## src/logic/tpp_defs.vh

```
// Constants for the two-phase pulse-width timing and voltage-code decode block.
// Included by the block's single design file; holds definitions only.
`ifndef TPP_DEFS_VH
`define TPP_DEFS_VH

// Default cycle period in core clocks (200 MHz / 1 MHz switching rate)
`define TPP_PERIOD_DEF      16'h00C8
// Sub-cycle fractions of the period
`define TPP_HALF_DEN        2
`define TPP_OFF_DEN         3
`define TPP_SAMPLE_DEN      6
// Table select encodings
`define TPP_TBL_SIX         2'h0
`define TPP_TBL_FIVE_A      2'h1
`define TPP_TBL_FIVE_B      2'h2
// Reference levels in units of 0.0125 V
`define TPP_REF_OFF         8'h00
`define TPP_FIVE_A_BASE     8'h58
`define TPP_FIVE_B_BASE     8'h40
`define TPP_SIX_SPLIT       6'h14
`define TPP_SIX_LOW_TOP     8'h57
`define TPP_SIX_HIGH_TOP    8'h95
`define TPP_FIVE_TOP        5'h1E
// Balance filter shift (first-order low-pass)
`define TPP_FILT_SHIFT      3

`endif

```

## src/logic/tpp_pwm_core.v

```verilog
// Two-phase pulse timing, current balance and voltage-code decode.
// Assumes comparator results and sampled currents arrive synchronous to i_mclk.
// Operation
// - Cycle starts when phase one is forced low
// - Phase two ends half a cycle later
// - Both phase-two pins high selects one channel
// - Pulse held low one third cycle minimum
// - After off-time, ramp crossing drives pulse high
// - High pulse stays until next termination event
// - Falling pulse: upper off, lower on
// - Rising pulse: lower off, upper on
// - Average sampled currents over active channels
// - Filter per-channel error, correct pulse width
// - Sample window opens one sixth after fall
// - Hold captured sample until next period
// - Channel-two sensing idle in single mode
// - Voltage code decodes to one reference level
// - Table select pin chooses code table
// - Second five-bit table: off, 0.800 to 1.550
// - Undriven code pins read as one
// - First five-bit table: off, 1.100 to 1.850
// - Six-bit table: two off codes, 12.5 mV steps
`include "tpp_defs.vh"
`timescale 1ns/10ps
`default_nettype none

module tpp_pwm_core #(
    parameter PERIOD = `TPP_PERIOD_DEF,
    parameter CW     = 16,
    parameter IW     = 12
) (
    // Clock and reset
    input  wire          i_mclk,
    input  wire          i_rst_n,
    // Phase-two strap pins, high when tied to the gate supply
    input  wire          i_phase_two_bias_pin,
    input  wire          i_phase_two_node_pin,
    // Ramp comparators: error amp output less correction is above ramp
    input  wire          i_ramp_cross_one,
    input  wire          i_ramp_cross_two,
    // Sense current inputs
    input  wire [IW-1:0] i_sense_current_one,
    input  wire [IW-1:0] i_sense_current_two,
    // Voltage code pins (internal pull-up: a floating pin is driven 1 by the pad)
    input  wire [5:0]    i_voltage_code_pins,
    input  wire [1:0]    i_table_select_pin,
    // Pulses and gate drives
    output reg           o_phase_one_pulse,
    output reg           o_phase_two_pulse,
    output reg           o_upper_gate_one,
    output reg           o_lower_gate_one,
    output reg           o_upper_gate_two,
    output reg           o_lower_gate_two,
    // Sampling and balance
    output reg           o_sample_window_one,
    output reg           o_sample_window_two,
    output reg  [IW-1:0] o_cycle_average_current,
    output reg  [IW:0]   o_balance_correction_one,
    output reg  [IW:0]   o_balance_correction_two,
    // Status and reference
    output reg           o_single_channel,
    output reg  [7:0]    o_reference_level,
    output reg           o_output_off
);

    localparam [CW-1:0] HALF_CNT = PERIOD / `TPP_HALF_DEN;
    localparam [CW-1:0] OFF_CNT  = PERIOD / `TPP_OFF_DEN + ((PERIOD % `TPP_OFF_DEN) != 0);
    localparam [CW-1:0] SMP_CNT  = PERIOD / `TPP_SAMPLE_DEN;
    localparam [CW-1:0] LAST_CNT = PERIOD - 1;

    reg          rst_s1_r;
    reg          rst_s2_r;
    wire         rst_n = rst_s2_r;
    always @(posedge i_mclk or negedge i_rst_n) begin
        if (!i_rst_n) begin
            rst_s1_r <= 1'b0;
            rst_s2_r <= 1'b0;
        end else begin
            rst_s1_r <= 1'b1;
            rst_s2_r <= rst_s1_r;
        end
    end

    // Cycle counter; both termination points (full and half period) are derived from it
    reg [CW-1:0] cnt_r;
    wire         term_one = (cnt_r == LAST_CNT);
    wire         term_two = (cnt_r == HALF_CNT - 1'b1);
    always @(posedge i_mclk or negedge rst_n) begin
        if (!rst_n)
            cnt_r <= {CW{1'b0}};
        else if (term_one)
            cnt_r <= {CW{1'b0}};
        else
            cnt_r <= cnt_r + 1'b1;
    end

    // Straps are sampled every cycle so a change takes effect at once
    wire single_nxt = i_phase_two_bias_pin & i_phase_two_node_pin;

    // Counts since each pulse fell
    reg [CW-1:0] off_one_r;
    reg [CW-1:0] off_two_r;

    function [CW-1:0] off_step;
        input          fall;
        input          pulse;
        input [CW-1:0] cnt;
        begin
            if (fall)
                off_step = {CW{1'b0}};
            else if (!pulse && cnt != {CW{1'b1}})
                off_step = cnt + 1'b1;
            else
                off_step = cnt;
        end
    endfunction

    wire en_one = (off_one_r >= OFF_CNT - 1'b1);
    wire en_two = (off_two_r >= OFF_CNT - 1'b1);
    wire act_two = ~single_nxt;

    always @(posedge i_mclk or negedge rst_n) begin
        if (!rst_n) begin
            o_phase_one_pulse <= 1'b0;
            o_phase_two_pulse <= 1'b0;
            off_one_r         <= {CW{1'b0}};
            off_two_r         <= {CW{1'b0}};
            o_single_channel  <= 1'b0;
        end else begin
            o_single_channel <= single_nxt;
            off_one_r <= off_step(term_one, o_phase_one_pulse, off_one_r);
            off_two_r <= off_step(term_two | ~act_two, o_phase_two_pulse, off_two_r);
            if (term_one)
                o_phase_one_pulse <= 1'b0;
            else if (!o_phase_one_pulse && en_one && i_ramp_cross_one)
                o_phase_one_pulse <= 1'b1;
            if (term_two || !act_two)
                o_phase_two_pulse <= 1'b0;
            else if (!o_phase_two_pulse && en_two && i_ramp_cross_two)
                o_phase_two_pulse <= 1'b1;
        end
    end

    // Gate drives follow the pulses; break-before-make lives in the analog driver
    always @(posedge i_mclk or negedge rst_n) begin
        if (!rst_n) begin
            o_upper_gate_one <= 1'b0;
            o_lower_gate_one <= 1'b0;
            o_upper_gate_two <= 1'b0;
            o_lower_gate_two <= 1'b0;
        end else begin
            o_upper_gate_one <= o_phase_one_pulse;
            o_lower_gate_one <= ~o_phase_one_pulse;
            o_upper_gate_two <= o_phase_two_pulse & act_two;
            o_lower_gate_two <= ~o_phase_two_pulse & act_two;
        end
    end

    // Sample windows and held samples
    reg [IW-1:0] held_one_r;
    reg [IW-1:0] held_two_r;
    reg          upd_r;
    // Window register lags by one edge, so compare one count early
    wire win_one = ~o_phase_one_pulse & (off_one_r >= SMP_CNT - 1'b1);
    wire win_two = ~o_phase_two_pulse & (off_two_r >= SMP_CNT - 1'b1) & act_two;
    wire rise_one = ~o_phase_one_pulse & en_one & i_ramp_cross_one & ~term_one;
    wire rise_two = ~o_phase_two_pulse & en_two & i_ramp_cross_two & ~term_two & act_two;

    always @(posedge i_mclk or negedge rst_n) begin
        if (!rst_n) begin
            o_sample_window_one <= 1'b0;
            o_sample_window_two <= 1'b0;
            held_one_r          <= {IW{1'b0}};
            held_two_r          <= {IW{1'b0}};
            upd_r               <= 1'b0;
        end else begin
            o_sample_window_one <= win_one & ~rise_one;
            o_sample_window_two <= win_two & ~rise_two;
            upd_r <= term_one;
            // Capture at window close; held until the next close
            if (o_sample_window_one && (rise_one || o_phase_one_pulse || term_one))
                held_one_r <= i_sense_current_one;
            if (!act_two)
                held_two_r <= {IW{1'b0}};
            else if (o_sample_window_two && (rise_two || o_phase_two_pulse || term_two))
                held_two_r <= i_sense_current_two;
        end
    end

    // Balance: average once per cycle, then low-pass each channel's error
    wire [IW:0]   sum   = {1'b0, held_one_r} + {1'b0, held_two_r};
    wire [IW-1:0] avg   = act_two ? sum[IW:1] : held_one_r;
    wire [IW:0]   err_1 = {1'b0, avg} - {1'b0, held_one_r};
    wire [IW:0]   err_2 = {1'b0, avg} - {1'b0, held_two_r};

    function [IW:0] filt;
        input [IW:0] acc;
        input [IW:0] err;
        reg   [IW:0] dif;
        begin
            // Sign is extended by hand: an unsigned sum would turn the shift logical
            dif  = err - acc;
            filt = acc + {{`TPP_FILT_SHIFT{dif[IW]}}, dif[IW:`TPP_FILT_SHIFT]};
        end
    endfunction

    always @(posedge i_mclk or negedge rst_n) begin
        if (!rst_n) begin
            o_cycle_average_current  <= {IW{1'b0}};
            o_balance_correction_one <= {(IW+1){1'b0}};
            o_balance_correction_two <= {(IW+1){1'b0}};
        end else if (upd_r) begin
            o_cycle_average_current  <= avg;
            o_balance_correction_one <= filt(o_balance_correction_one, err_1);
            if (act_two)
                o_balance_correction_two <= filt(o_balance_correction_two, err_2);
            else
                o_balance_correction_two <= {(IW+1){1'b0}};
        end
    end

    // Voltage code decode, levels in 12.5 mV units
    reg [7:0] ref_nxt;
    reg       off_nxt;
    wire [4:0] c5 = i_voltage_code_pins[4:0];
    wire [5:0] c6 = {i_voltage_code_pins[4:0], i_voltage_code_pins[5]};
    always @* begin
        ref_nxt = `TPP_REF_OFF;
        off_nxt = 1'b0;
        case (i_table_select_pin)
            `TPP_TBL_FIVE_A: begin
                if (&c5)
                    off_nxt = 1'b1;
                else
                    ref_nxt = `TPP_FIVE_A_BASE + {2'b00, `TPP_FIVE_TOP - c5, 1'b0};
            end
            `TPP_TBL_FIVE_B: begin
                if (&c5)
                    off_nxt = 1'b1;
                else
                    ref_nxt = `TPP_FIVE_B_BASE + {2'b00, `TPP_FIVE_TOP - c5, 1'b0};
            end
            default: begin
                if (&c6[5:1])
                    off_nxt = 1'b1;
                else if (c6 > `TPP_SIX_SPLIT)
                    ref_nxt = `TPP_SIX_HIGH_TOP - {2'b00, c6};
                else
                    ref_nxt = `TPP_SIX_LOW_TOP - {2'b00, c6};
            end
        endcase
    end

    always @(posedge i_mclk or negedge rst_n) begin
        if (!rst_n) begin
            o_reference_level <= `TPP_REF_OFF;
            o_output_off      <= 1'b1;
        end else begin
            o_reference_level <= ref_nxt;
            o_output_off      <= off_nxt;
        end
    end

endmodule
`default_nettype wire

```

## config.mk

```make
export PLATFORM = sky130hd
export DESIGN_NAME = tpp_pwm_core
export DESIGN_NICKNAME = d
export VERILOG_FILES = /design/src/logic/tpp_pwm_core.v
export VERILOG_INCLUDE_DIRS = /design/src /design/src/logic
export SDC_FILE = /design/constraint.sdc
export NUM_CORES = 1
export LEC_CHECK = 0
export ABC_CLOCK_PERIOD_IN_PS = 10900
export CAP_MARGIN = 25
export CORE_ASPECT_RATIO = 1.4
export CORE_MARGIN = 8
export CORE_UTILIZATION = 60
export DETAILED_ROUTE_END_ITERATION = 10
export DONT_BUFFER_PORTS = 1
export GPL_TIMING_DRIVEN = 0
export PLACE_DENSITY_LB_ADDON = 0.2
export SKIP_CTS_REPAIR_TIMING = 1
export SLEW_MARGIN = 10
export SYNTH_ARGS = -nofsm -noshare
export SYNTH_HDL_FRONTEND = slang
export SYNTH_SLANG_ARGS = --single-unit
```

## constraint.sdc

```tcl
create_clock -name i_mclk -period 10.9 [get_ports i_mclk]
set_input_delay 0 -clock i_mclk [delete_from_list [all_inputs] [get_ports i_mclk]]
set_output_delay 0 -clock i_mclk [all_outputs]
set_load 0.01 [all_outputs]
```

==> metrics.yaml, run 1 <==
finalHoldViolations: 2
hpwl_um: 15600
worst_r2r_endpoint: "o_balance_correction_two[12]$_DFFE_PN0P_"
setup_violations: 0
die-area_um2: 18800
dp_cells: 1115
p_seq_frac: 0.267
post_dp_cell_area_um2: 9080
pwr-share-comb: 0.475
synth.distinct_cells: 66
startpoint_type: "flip-flop"
clk_path_buf_depth: 2
ys_warn_count: 0
dp_slack_ps: 4790
ir_worst_vdd_mv: 0.130
drt_iter0_markers: 380
syn_area_um2: 8800
design_area_um2: 10000
grt_pass1_wl_um: 33700
crit_path_max_fanout: 5
viasPerCell: 5.78
setup_slack_ps: 4680
syn_nets: 1060
hold_class: "in2reg"
grt_pass1_vias: 6768
max-cap-violations: 0
start_util: 0.612
instances_no_fill: 1184
cp_slowest_cell: "fa_1"
syn_area_per_cell_um2: 9.52
power.clock.fraction: 0.258
synth-edff-count: 0
crit_type: "reg2reg"
numClockSinks: 131
finalSetupTns_ps: 0
wl_per_cell_um: 17.5
synth_simple_gate_area_share: 0.150
sw_frac_of_total: 0.385
synth_flop_cell: "dfrtp_1"
max_stage_delay_ps: 530
nets: 1118
critical_path.top_delay_family: "compound AO/OA/AOI/OAI gates"
ys_ff_latch: 131
port_buffers: 0
fp.dieH_um: 159
p_leak_nw: 4.79
arrival_ps: 6530
slew_violations: 0
yosys.area_share.adder: 0.160
required_ps: 11210
intPower_mw: 1.25
ys_top_cells_by_area: "dfrtp_1 37%, ha_1 11%, fa_1 5.5%"
cts_made_buffers: 17
wl_um: 20700
cp-end-kind: "flip-flop"
vias: 6846
drive_gt1_frac: 0.0724
synth_top_area_share: 0.370
die-width_um: 118
period_needed_ps: 6220
clockRootBuffer: "clkbuf_16"
fin_crit_sh: 0.571
synthXorXnorAreaFrac: 0.0886
crit_chain: "ha_1 > a31o_2 > a21oi_1 > o21ai_0 > a21oi_1 > xnor2_1 > nor2_1 > a21oi_1 > fa_1 > ha_1 > a21o_1 > a21o_1 > a21o_1 > o2111ai_1 > nand3_1 > and2_1 > xnor2_1 > ha_1 > and3_1 > a221oi_1 > o21ai_0 > and3_1 > o32ai_1"
reg2reg_from: "held_one_r[1]$_DFFE_PN0P_"
crit_end: "o_balance_correction_two[12]$_DFFE_PN0P_"
powerDensity_nw_per_um2: 203
yosysTopAreaCell: "dfrtp_1"
antennaDiodeCount: 0
gr-total-overflow: 0
startpoint: "held_one_r[1]$_DFFE_PN0P_"
cts_tree: "yes"
worstHoldPathCells: 3
r2r_setup_slack_ps: 4680
antenna_found_initial: 0
htreeDepth: 4
status: "finished, violations left"
rsz0062_at_grt: "false"
drc: 0
final_antenna_net_count: 0
tightest_slew_ps: 795
ys_seq_area_frac: 0.373
path_clk_slew_ps: 60
fmax_mhz: 161
grt_max_degree: 62
io_pins: 94
synthMuxAreaShare: 0.0398
synth_top_family_by_area: "adder cells"
crit_buf_inv: 0
clk_latency_ps: 420
violations: "negative hold slack"
synth_cells: 924
finClkSkew_ps: 10.2
grt.total_usage: 0.221
core_um2: 14400
path_depth: 23
syn_to_final_growth_pct: 13.7
gp_congestion: 0.871
whs_ps: -38.9
drt_pass1_iterations: 5
synth_compound_area_frac: 0.142
async_reset_ff_frac: 1.00
switching_power_mw: 0.781
row_count: 52
ff2ff_path_depth: 23
max_slew_margin: 0.470
==> cell usage in the layout (no fill, tap or decap), types with 10 or more instances in the layout <==
cell | Yosys | routed
clkbuf_16 | 0 | 17
xor2_1 | 46 | 46
a211oi_1 | 10 | 10
nand4_1 | 11 | 11
a21oi_1 | 47 | 47
dlygate4sd3_1 | 0 | 37
mux2_2 | 16 | 16
nand3_1 | 28 | 28
nand2_1 | 65 | 65
fa_1 | 24 | 24
ha_1 | 74 | 74
dfrtp_1 | 130 | 129
and3_1 | 16 | 16
xnor2_1 | 43 | 43
or3_1 | 10 | 10
nor3_1 | 22 | 22
clkbuf_1 | 17 | 18
inv_1 | 89 | 89
o21ai_0 | 49 | 49
a21o_1 | 13 | 13
nor2_1 | 86 | 86
mux2i_1 | 17 | 17
==> worst min-delay path: cells and delay by family <==
family             cells  cell delay, ps
AOI/OAI and AO/OA      1             120
and+or+nand+nor        2             190
==> per-layer routing <==
| metal | part of all wire | global-route usage | vias up | wire (um) |
|---|---|---|---|---|
| li1 | - | - | 3319 | - |
| met5 | 0 | 0 | - | 0 |
| met2 | 0.52 | 0.389 | 185 | 10800 |
| met1 | 0.40 | 0.247 | 3311 | 8200 |
| met3 | 0.062 | 0.0674 | 31 | 1290 |
| met4 | 0.020 | 0.0736 | 0 | 410 |
==> cells in the mapped netlist (4+ instances only) <==
cell,n
a211oi_1,10
a21o_1,13
a21oi_1,47
a221oi_1,4
a311oi_1,5
a31o_2,5
a31oi_1,6
and2_1,8
and3_1,16
clkbuf_1,17
dfrtp_1,130
fa_1,24
ha_1,74
inv_1,89
mux2_2,16
mux2i_1,17
nand2_1,65
nand2b_1,8
nand3_1,28
nand4_1,11
nor2_1,86
nor2b_1,5
nor3_1,22
nor4_1,5
o21a_1,5
o21ai_0,49
o22ai_1,8
o31a_1,5
or3_1,10
xnor2_1,43
xor2_1,46
==> worst min-delay path by stage <==
stage                                 from  slack [ps]                        endpoint
floorplan                          i_rst_n        -300                 rst_n$_DFF_PN0_
global placement                   i_rst_n        -300              rst_s1_r$_DFF_PN0_
detailed placement                 i_rst_n        -300              rst_s1_r$_DFF_PN0_
CTS                                i_rst_n        -750                 rst_n$_DFF_PN0_
global route        i_voltage_code_pins[4]           2          o_output_off$_DFF_PN1_
finish              i_voltage_code_pins[3]         -40  o_reference_level[6]$_DFF_PN0_
==> kinds of logic after synthesis <==
group,Yosys count
and+or+nand+nor,277
AOI/OAI and AO/OA,187
DFF,131
buffers and inverters,108
adders and majority gates,98
xor gates and xnor gates,89
muxes,33
other,1
==> power groups by stage <==
stage,Sequential [mW],Clock [mW],Combinational (mW)
after floorplan,0.546,0,0.774
after global placement,0.557,0,0.898
after detailed placement,0.549,0,0.930
after CTS,0.541,0.534,0.946
after global routing,0.545,0.555,1.09
final,0.541,0.524,0.965
==> state kept, by name, indices dropped and copies added (netlist names) <==
register	flops
o_sample_window_two	1
o_sample_window_one	1
o_output_off	1
cnt_r	16
rst_s1_r	1
upd_r	1
o_upper_gate_one	1
o_upper_gate_two	1
held_one_r	12
o_lower_gate_two	1
off_one_r	16
o_lower_gate_one	1
o_phase_two_pulse	1
held_two_r	12
o_reference_level	8
o_balance_correction_one	13
rst_n	1
o_phase_one_pulse	1
o_cycle_average_current	12
off_two_r	16
o_single_channel	1
o_balance_correction_two	13
==> area by class of cell <==
| cell class | count | area (um2) |
|---|---|---|
| multi-input combinational | 685 | 5110 |
| fill | 1154 | 4380 |
| sequential | 131 | 3280 |
| clock buffer | 19 | 443 |
| timing repair buffer | 39 | 418 |
| inverter | 89 | 334 |
| tap | 189 | 236 |
| clock inverter | 13 | 101 |
| buffer | 19 | 76.3 |
==> stage by stage <==
stage	power (mW)	util
finish	2.03	0.695
global route	2.19	0.695
CTS	2.02	0.670
detailed placement	1.48	0.632
global placement	1.45	0.628
floorplan	1.32	-
No activity file was read; power rests on OpenSTA's default activity.
==> run 2: changes to the inputs <==
ABC_CLOCK_PERIOD_IN_PS = 5100   (was 10900)
CORE_UTILIZATION = 59   (was 60)
clock period = 5.1 ns   (was 10.9 ns; I/O delays follow)
==> run 2 against run 1 <==
The flow finishes with violations (negative hold slack, negative setup slack). Die area rose by 1.5%. Utilization rose by 4.8 points. Clock power rose by 140%. Register-to-register slack got worse by 5100 ps. Worst hold slack improved by 7.1 ps. Global-route usage rose by 0.21 points. Largest cell class unchanged.
==> metrics.yaml, run 2 (synthesis gave the netlist of run 1 again) <==
status: "finished, violations left"
violations: "negative hold slack, negative setup slack"
ir_worst_vdd_mv: 0.308  # +140%
max_stage_delay_ps: 470  # -60 ps
clockRootBuffer: "clkbuf_16"
instances_no_fill: 1226  # +3.5%
fin_crit_sh: 1.08  # +0.510
grt_max_degree: 63  # +1.6%
drt_iter0_markers: 498  # +31%
wl_um: 23400  # +13%
htreeDepth: 4  # unchanged
reg2reg_from: "held_one_r[0]$_DFFE_PN0P_"
drive_gt1_frac: 0.195  # +0.123
setup_slack_ps: -409  # -5090 ps
ff2ff_path_depth: 24  # +4.3%
core_um2: 14800  # +2.8%
setup_violations: 9  # +9
finClkSkew_ps: 8.40  # -1.81 ps
antennaDiodeCount: 0  # unchanged
required_ps: 5370  # -5840 ps
gr-total-overflow: 0  # unchanged
drt_pass1_iterations: 5  # unchanged
drc: 0  # unchanged
final_common_cell: "dfrtp_1"
viasPerCell: 5.93  # +2.5%
clk_path_buf_depth: 2  # unchanged
port_buffers: 0  # unchanged
period_needed_ps: 5510  # -711 ps
start_util: 0.595  # -0.0169
min_from: "i_voltage_code_pins[3]"
max_slew_margin: 0.477  # +0.00753
gp_congestion: 0.862  # -1.0%
nets: 1157  # +3.5%
p_leak_nw: 5.11  # +6.7%
dp_cells: 1118  # +0.27%
hpwl_um: 15800  # +1.0%
whs_ps: -31.7  # +7.13 ps
slew_violations: 0  # unchanged
die-width_um: 119  # +0.73%
fp.dieH_um: 160  # +0.76%
die-area_um2: 19100  # +1.5%
startpoint: "held_one_r[0]$_DFFE_PN0P_"
tightest_slew_ps: 784  # -11.3 ps
cp-end-kind: "flip-flop"
vias: 7266  # +6.1%
path_clk_slew_ps: 60  # about the same
design_area_um2: 11000  # +10%
antenna_found_initial: 0  # unchanged
finalHoldViolations: 2  # unchanged
grt.total_usage: 0.223  # +0.00213
max-cap-violations: 0  # unchanged
r2r_setup_slack_ps: -410  # -5090 ps
top_regs: "cnt_r: 16 flops, off_one_r: 16 flops, off_two_r: 16 flops"
powerDensity_nw_per_um2: 495  # +140%
row_count: 53  # +1.9%
crit_type: "reg2reg"
arrival_ps: 5780  # -750 ps
post_dp_cell_area_um2: 9200  # +1.3%
rsz0062_at_grt: "true"
dp_slack_ps: -696  # -5480 ps
crit_chain: "nand2_2 > fa_2 > and2b_2 > o21ai_2 > a21boi_2 > o21ai_2 > or2b_1 > xnor2_2 > a21oi_2 > buf_4 > fa_1 > ha_4 > a2111oi_4 > nor2_2 > o21ai_1 > nand2b_1 > a311oi_2 > xnor2_1 > ha_1 > and2_4 > a22o_4 > a311oi_2 > xor2_1 > mux2i_1"
path_depth: 24  # +4.3%
grt_pass1_vias: 6961  # +2.9%
cp_slowest_cell: "fa_1"
grt_pass1_wl_um: 34100  # +1.3%
wl_per_cell_um: 19.1  # +9.5%
syn_to_final_growth_pct: 25.0
fmax_mhz: 182  # +13%
finalSetupTns_ps: -2450  # -2450 ps
clk_latency_ps: 420  # about the same
crit_end: "o_balance_correction_one[9]$_DFFE_PN0P_"
worst_r2r_endpoint: "o_balance_correction_one[9]$_DFFE_PN0P_"
final_antenna_net_count: 0  # unchanged
numClockSinks: 131  # unchanged
hold_class: "in2reg"
cts_tree: "yes"
startpoint_type: "flip-flop"
cts_made_buffers: 17  # unchanged
crit_buf_inv: 1  # +1
worstHoldPathCells: 3  # unchanged
final_cell_mix: "127 x dfrtp_1, 87 x inv_1, 83 x nor2_1, 62 x nand2_1, 59 x ha_1"
critical_path.top_delay_family: "compound AO/OA/AOI/OAI gates"
io_pins: 94  # unchanged
crit_path_max_fanout: 5  # unchanged
## run 2: cell types whose count changed in the layout (fill, tap and decap cells not counted), moves of 5 or more
cell     delta
buf_4      +41
o21ai_0    -18
xnor2_2     +6
a21oi_4     +5
ha_1       -15
a21oi_1    -18
o21ai_1     +8
a21oi_2    +13
xnor2_1     -6
o21ai_2     +9
ha_4       +14
## run 2: metrics by stage
step / total power [mW] / util
after floorplan: 2.91 / -
after global routing: 5.77 / 0.744
after global placement: 3.20 / 0.619
final: 5.44 / 0.744
after CTS: 4.55 / 0.664
after detailed placement: 3.25 / 0.622
## run 2: power breakdown
group          switching, mW  leakage (nW)  total [mW]  internal [mW]
clock                  0.494         0.292        1.28          0.791
combinational           1.54          3.21        2.99           1.45
sequential            0.0725          1.61        1.16           1.09
## run 2: area by class of cell
type / count / area [um2]
timing repair buffer: 78 / 706
tap: 192 / 240
clock inverter: 13 / 176
sequential: 131 / 3290
buffer: 19 / 76.3
clock buffer: 19 / 443
inverter: 89 / 334
multi-input combinational: 685 / 5730
fill: 1008 / 3790
## run 2: worst min-delay path: cells and delay by family
kind	cells	cell delay, ps
compound gates	1	110
simple gates	2	220
## run 2: how the worst min path moves through the flow
| stage | to | slack, ps |
|---|---|---|
| 2_1_floorplan | rst_n$_DFF_PN0_ | -300 |
| 4_1_cts | rst_n$_DFF_PN0_ | -750 |
| 6_report | o_reference_level[6]$_DFF_PN0_ | -30 |
| 5_1_grt | o_reference_level[2]$_DFF_PN0_ | 10 |
| 3_5_place_dp | rst_s1_r$_DFF_PN0_ | -300 |
| 3_3_place_gp | rst_s1_r$_DFF_PN0_ | -300 |
## run 2: per-layer routing
layer	global-route usage	vias up	wire length (um)
li1	-	3410	-
met1	0.240	3551	8570
met2	0.393	237	12400
met3	0.0643	68	1480
met4	0.105	0	950
met5	0	-	0
